<file path="config.mk">
export PLATFORM = sky130hd
export DESIGN_NAME = embt_ext_mem_bus_timing
export DESIGN_NICKNAME = d
export VERILOG_FILES = /design/src/rtl/embt_pkg.sv /design/src/rtl/embt_ext_mem_bus_timing.sv /design/src/rtl/embt_phase_timer.sv
export SDC_FILE = /design/constraint.sdc
export NUM_CORES = 1
export LEC_CHECK = 0
export BUFFER_PORTS_ARGS = -buffer_cell sky130_fd_sc_hd__buf_2
export CAP_MARGIN = 15
export CORE_MARGIN = 4
export CORE_UTILIZATION = 52
export DETAILED_ROUTE_END_ITERATION = 7
export PLACE_DENSITY = 0.8
export SLEW_MARGIN = 10
export SYNTH_ARGS = -nofsm -noshare
export SYNTH_HDL_FRONTEND = slang
export SYNTH_SLANG_ARGS = --single-unit
</file>
<file path="constraint.sdc">
create_clock -name mclk -period 2.4 [get_ports mclk]
set_input_delay 0.6 -clock mclk [delete_from_list [all_inputs] [get_ports mclk]]
set_output_delay 0.6 -clock mclk [all_outputs]
set_load 0.05 [all_outputs]
</file>
<file path="src/rtl/embt_pkg.sv">
// Package: constants and types for the external memory bus timing block
package embt_pkg;

	// ----------------------------------------
	// Register map
	// ----------------------------------------
	localparam logic [7:0] EMBT_TIMING_ADDR = 8'haf;
	localparam logic [7:0] EMBT_TIMING_RST  = 8'hff;

	// Timing register field positions
	localparam int EMBT_SETUP_LSB  = 6;
	localparam int EMBT_STROBE_LSB = 2;
	localparam int EMBT_HOLD_LSB   = 0;

	// ----------------------------------------
	// Operating modes
	// ----------------------------------------
	localparam logic [1:0] EMBT_MODE_INT_ONLY = 2'h0;
	localparam logic [1:0] EMBT_MODE_SPLIT_NB = 2'h1;
	localparam logic [1:0] EMBT_MODE_SPLIT_B  = 2'h2;
	localparam logic [1:0] EMBT_MODE_EXT_ONLY = 2'h3;

	// ----------------------------------------
	// Access sequence states
	// ----------------------------------------
	typedef enum logic [5:0] {
		EMBT_IDLE   = 6'b000001,
		EMBT_ALEHI  = 6'b000010,
		EMBT_ALELO  = 6'b000100,
		EMBT_SETUP  = 6'b001000,
		EMBT_STROBE = 6'b010000,
		EMBT_HOLD   = 6'b100000
	} embt_state_t;

	// Core-side access request
	typedef struct packed {
		logic        write;
		logic        shortAddr;
		logic [15:0] addr;
		logic [7:0]  wdata;
	} embt_req_t;

	// Decoded timing fields
	typedef struct packed {
		logic [1:0] setupCycles;
		logic [3:0] strobeCycles;
		logic [1:0] holdCycles;
	} embt_timing_t;

endpackage

</file>
<file path="src/rtl/embt_ext_mem_bus_timing.sv">
// External memory bus timing engine with its timing register
`timescale 1ns/1ps
module embt_ext_mem_bus_timing (
	// Clock and reset
	input  wire logic              mclk,
	input  wire logic              rstn,
	// Special function register port
	input  wire logic [7:0]        regAddr,
	input  wire logic              regWrite,
	input  wire logic [7:0]        regWdata,
	output logic [7:0]             regRdata,
	// Configuration from neighbouring registers
	input  wire logic [1:0]        busOperatingMode,
	input  wire logic [1:0]        latchWidthSelect,
	input  wire logic [7:0]        xramPageSelect,
	// Core access request and answer
	input  wire logic              reqValid,
	input  wire embt_pkg::embt_req_t req,
	output logic                   reqReady,
	output logic                   accDone,
	output logic [7:0]             readData,
	// External bus pins
	output logic                   aleOut,
	output logic                   rdStrobeN,
	output logic                   wrStrobeN,
	output logic [7:0]             addrHigh,
	output logic                   addrHighOe,
	output logic [7:0]             adOut,
	output logic                   adOe,
	input  wire logic [7:0]        adIn
);
	import embt_pkg::*;

	// ----------------------------------------
	// Timing register
	// ----------------------------------------
	logic [7:0]   timing_q;
	embt_timing_t timing;
	wire          timingSel = (regAddr == EMBT_TIMING_ADDR);

	assign timing = embt_timing_t'(timing_q);

	always_ff @(posedge mclk or negedge rstn)
	begin
		if (!rstn)
			timing_q <= EMBT_TIMING_RST;
		else if (regWrite && timingSel)
			timing_q <= regWdata;
	end

	always_ff @(posedge mclk or negedge rstn)
	begin
		if (!rstn)
			regRdata <= 8'h00;
		else
			regRdata <= timingSel ? timing_q : 8'h00;
	end

	// ----------------------------------------
	// Access sequencer
	// ----------------------------------------
	embt_state_t state_q, state_d;
	embt_req_t   acc_q;
	logic        load;
	logic [4:0]  length;
	logic        last;

	// Mode 00 keeps all moves on chip; the block then answers without bus activity
	wire         extMode  = (busOperatingMode != EMBT_MODE_INT_ONLY);
	wire         bankMode = (busOperatingMode == EMBT_MODE_SPLIT_B);
	wire [4:0]   aleLen   = {3'h0, latchWidthSelect} + 5'h01;
	wire [4:0]   setupLen = {3'h0, timing.setupCycles};
	wire [4:0]   holdLen  = {3'h0, timing.holdCycles};
	wire [4:0]   strobeLen = {1'b0, timing.strobeCycles} + 5'h01;
	wire         start    = reqValid && (state_q == EMBT_IDLE);

	// Address of the access: short moves take the page byte as the high half
	wire [15:0]  reqAddr  = req.shortAddr ? {xramPageSelect, req.addr[7:0]} : req.addr;
	wire         driveBank = !acc_q.shortAddr || bankMode;

	embt_phase_timer #(
		.WIDTH (5)
	) u_timer (
		.mclk   (mclk),
		.rstn   (rstn),
		.load   (load),
		.length (length),
		.last   (last)
	);

	always_comb
	begin
		state_d = state_q;
		load    = 1'b0;
		length  = aleLen;
		case (state_q)
			EMBT_IDLE:
			begin
				if (reqValid && extMode)
				begin
					state_d = EMBT_ALEHI;
					load    = 1'b1;
					length  = aleLen;
				end
			end
			EMBT_ALEHI:
			begin
				if (last)
				begin
					state_d = EMBT_ALELO;
					load    = 1'b1;
					length  = aleLen;
				end
			end
			EMBT_ALELO:
			begin
				if (last)
				begin
					load = 1'b1;
					if (setupLen == 5'h00)
					begin
						state_d = EMBT_STROBE;
						length  = strobeLen;
					end
					else
					begin
						state_d = EMBT_SETUP;
						length  = setupLen;
					end
				end
			end
			EMBT_SETUP:
			begin
				if (last)
				begin
					state_d = EMBT_STROBE;
					load    = 1'b1;
					length  = strobeLen;
				end
			end
			EMBT_STROBE:
			begin
				if (last)
				begin
					load = 1'b1;
					length = holdLen;
					state_d = (holdLen == 5'h00) ? EMBT_IDLE : EMBT_HOLD;
				end
			end
			EMBT_HOLD:
			begin
				if (last)
					state_d = EMBT_IDLE;
			end
			default:
				state_d = EMBT_IDLE;
		endcase
	end

	always_ff @(posedge mclk or negedge rstn)
	begin
		if (!rstn)
		begin
			state_q <= EMBT_IDLE;
			acc_q   <= '0;
		end
		else
		begin
			state_q <= state_d;
			if (start)
			begin
				acc_q      <= req;
				acc_q.addr <= reqAddr;
			end
		end
	end

	// ----------------------------------------
	// Registered pin drivers
	// ----------------------------------------
	wire endStrobe = (state_q == EMBT_STROBE) && last;
	wire endAcc    = ((state_d == EMBT_IDLE) && (state_q != EMBT_IDLE)) || (start && !extMode);
	wire inAddr    = (state_d == EMBT_ALEHI) || (state_d == EMBT_ALELO);
	wire inData    = (state_d == EMBT_SETUP) || (state_d == EMBT_STROBE) || (state_d == EMBT_HOLD);
	wire [15:0] nAddr = (state_q == EMBT_IDLE) ? reqAddr : acc_q.addr;
	wire nWrite    = (state_q == EMBT_IDLE) ? req.write : acc_q.write;
	wire nBank     = (state_q == EMBT_IDLE) ? (!req.shortAddr || bankMode) : driveBank;

	always_ff @(posedge mclk or negedge rstn)
	begin
		if (!rstn)
		begin
			aleOut     <= 1'b0;
			rdStrobeN  <= 1'b1;
			wrStrobeN  <= 1'b1;
			addrHigh   <= 8'h00;
			addrHighOe <= 1'b0;
			adOut      <= 8'h00;
			adOe       <= 1'b0;
			reqReady   <= 1'b0;
			accDone    <= 1'b0;
			readData   <= 8'h00;
		end
		else
		begin
			aleOut     <= (state_d == EMBT_ALEHI);
			rdStrobeN  <= !((state_d == EMBT_STROBE) && !nWrite);
			wrStrobeN  <= !((state_d == EMBT_STROBE) && nWrite);
			addrHigh   <= nAddr[15:8];
			addrHighOe <= (inAddr || inData) && nBank;
			adOut      <= inAddr ? nAddr[7:0] : (nWrite ? acc_q.wdata : 8'h00);
			adOe       <= inAddr || (inData && nWrite);
			reqReady   <= (state_d == EMBT_IDLE) && !start;
			accDone    <= endAcc;
			if (endStrobe && !acc_q.write)
				readData <= adIn;
			else if (start && !extMode)
				readData <= 8'h00;
		end
	end
endmodule

</file>
<file path="src/rtl/embt_phase_timer.sv">
// Phase cycle counter: counts a loaded length down to the last cycle
`timescale 1ns/1ps
module embt_phase_timer #(
	parameter int WIDTH = 5
) (
	// Clock and reset
	input  wire logic             mclk,
	input  wire logic             rstn,
	// Control
	input  wire logic             load,
	input  wire logic [WIDTH-1:0] length,
	// Status
	output logic                  last
);
	import embt_pkg::*;

	// Refuse a counter too narrow for the 16-cycle strobe
	if (WIDTH < 5)
	begin
		$error("embt_phase_timer: WIDTH must reach the 16-cycle strobe");
	end

	logic [WIDTH-1:0] count_q;

	assign last = (count_q <= WIDTH'(1));

	always_ff @(posedge mclk or negedge rstn)
	begin
		if (!rstn)
			count_q <= '0;
		else if (load)
			count_q <= length;
		else if (count_q != '0)
			count_q <= count_q - WIDTH'(1);
	end
endmodule

</file>
==> impl_metrics.tcl <==
set metrics [dict create \
    outcome "complete, no violations" \
    grt_max_degree 49 \
    syn_to_final_growth_pct 23.5 \
    yosys_warnings 0 \
    cts-root-buf "clkbuf_8" \
    cts_resized 0 \
    dpl.hpwl_um 6160 \
    clk_latency_ps 350 \
    ir_worst_vdd_uv 711 \
    async_reset_ff_share_pct 100 \
    diodes 0 \
    start_util_pct 53.3 \
    hold_class "in2async" \
    powerDensity_nw_per_um2 1220 \
    coreArea_sq_um 7210 \
    min_period_ps 2140 \
    post-synth-top-area-cell "dfrtp_1" \
    cp_max_fo 10 \
    boundaryPins 105 \
    synth_ff_type "dfrtp_1" \
    fin_crit_sh_pct 89.0 \
    io_buffers 104 \
    dieWidth_um 94.0 \
    path_class "reg2reg" \
    grt_first_pass_wirelength_um 14000 \
    grt_overflow 0 \
    via_count 2950 \
    cp_cell_sequence "or4_4, nor2_4, nor3_1, a211oi_2, o31a_1" \
    report.power.total_mw 5.80 \
    synth_edf_count 0 \
    drive_gt1_share_pct 41.5 \
    drc_errors 0 \
    cap_violations 0 \
    slowest_stage "or4_4" \
    final_common_cell "buf_2" \
    stdcell_count 540 \
    ant_nets 0 \
    r2r_setup_slack_ps 260 \
    clk_pin_slew_ps 90 \
    cpPeakStageDelay_ps 610 \
    synth_top_cell_area_share_pct 47.5 \
    dieArea_sq_um 8830 \
    routed_wl_um 8400 \
    wl_met3_um 455 \
    layout.nets 507 \
    fmax_mhz 468 \
    syn_area_per_cell_sq_um 11.9 \
    slew_viol_final 0 \
    clock-sinks 84 \
    antenna_found_initial 0 \
    wl_met2_um 4310 \
    m1WireLength_um 3550 \
    cts_buffers 9 \
    critical_path_required_ps 2680 \
    hold_buffers 0 \
    dpl.cell_count 524 \
    n_fill_cell 609 \
    gp_congestion 0.899 \
    tightest_slew_ps 515 \
    synth-seq-area-share_pct 55.0 \
    final_cell_mix "buf_2 (103), dfrtp_1 (73), nand2_1 (33)" \
    tns_ps 0 \
    power_leakage_nw 2.36 \
    drt_iter0_drc 146 \
    core.rowCount 31 \
    final-hold-violation-count 0 \
    synth_fp_nets 395 \
    holdWs_ps 201 \
    grt_pass1_vias 3000 \
    wl_per_cell_um 15.6 \
    synth_seq_cells 84 \
    post_cts_buffers 0 \
    synth_top_cells_by_area "dfrtp_1 (48%), mux2_2 (7.9%), dfstp_2 (7.5%)" \
    skew_ps 13.3 \
    cts_htree_levels 3 \
    synthCells 324 \
    first_pass_iters 4 \
    clk_path_buf_depth 2 \
    setup_viol 0 \
    syn_area_sq_um 3840 \
    rsz0062_at_grt "no" \
    die_height_um 94.0 \
    grt_use_total_pct 20.2 \
    cts_tree "done" \
    arrival_ps 2410 \
    avgViaCountPerCell 5.46 \
    ys_types 55 \
    slew-limit-headroom_pct 65.5 \
    worstSetupStartpointType "flop" \
    endpoint_kind "flop" \
    dr.max_layer_used "met4" \
]
-- per-stage QoR --
step / instance area, sq um / setup WS, ps / utilization, %
final: 4750 / 263 / 65.8
after global routing: 4750 / 136 / 65.8
after CTS: 4750 / 278 / 65.8
after detailed placement: 4510 / 292 / 62.6
after global placement: 4510 / 321 / 62.6
after floorplan: 3840 / 528 / -
-- critical path, delay by kind of cell, from the launching register on --
kind	cells	cell delay (ps)
DFF	1	500
and+or+nand+nor	3	980
AOI/OAI and AO/OA	2	590
-- path summary, 6_finish.rpt --
path                               end       start  cells after the start
max                               adOe  state_q[2]                      5
min                          acc_q[17]        rstn                      1
max reg2reg                       adOe  state_q[2]                      5
min reg2reg                addrHigh[0]   acc_q[16]                      2
max in group asynchronous    wrStrobeN        rstn                      2
min in group mclk          readData[0]     adIn[0]                      2
-- area by class of cell --
type                    instances  area, sq um  area share [%]
well taps                      99          124            2.61
repair buffers                113          603            12.7
clock inverters                 6         95.1            2.00
inverters                       4         15.0           0.316
flip-flops and latches         84         2120            44.6
multi-input cells             224         1660            34.9
clock buffers                  10          138            2.90
-- power breakdown --
part           total, mW  internal, mW  switching (mW)
combinational       2.52         0.932            1.58
sequential          2.14          1.89           0.250
clock               1.15         0.625           0.521
total               5.80          3.44            2.35
-- metal layers --
metal | vias up | GRT usage [%]
met4 | 0 | 6.86
met1 | 1459 | 25.9
met3 | 11 | 3.85
met5 | - | 0
met2 | 83 | 34.4
li1 | 1397 | -
-- registers in the layout, indices dropped and copies added (netlist names) --
name / cells
reqReady: 1
u_timer.count_q: 5
readData: 8
accDone: 1
timing: 8
aleOut: 1
adOut: 8
rdStrobeN: 1
adOe: 1
regRdata: 8
state_q: 6
acc_q: 26
addrHighOe: 1
addrHigh: 8
wrStrobeN: 1
-- cell usage after synthesis, drive strengths merged (2+ instances only) --
library cell	n
dfrtp	73
xor2	4
nor2	19
nor3	9
clkbuf	5
o32a	2
o21a	2
nand2b	5
or2	4
nand3	3
o31a	2
or4b	2
mux2	27
inv	4
xnor2	2
nand2	33
dfstp	11
o21ai	26
mux2i	25
and2	9
o22ai	5
a21oi	3
nand4b	2
ha	5
buf	7
a22o	9
a2bb2oi	2
nor2b	3
nor4	3
-- cell families after synthesis --
logic type | after synthesis | synth area share (%)
and+or+nand+nor | 97 | 13.8
AOI/OAI and AO/OA | 64 | 11.8
buffers and inverters | 16 | 1.89
DFF | 84 | 55.0
xor gates and xnor gates | 6 | 1.37
muxes | 52 | 14.4
adders and majority gates | 5 | 1.63
No activity file was read; power rests on OpenSTA's default activity.
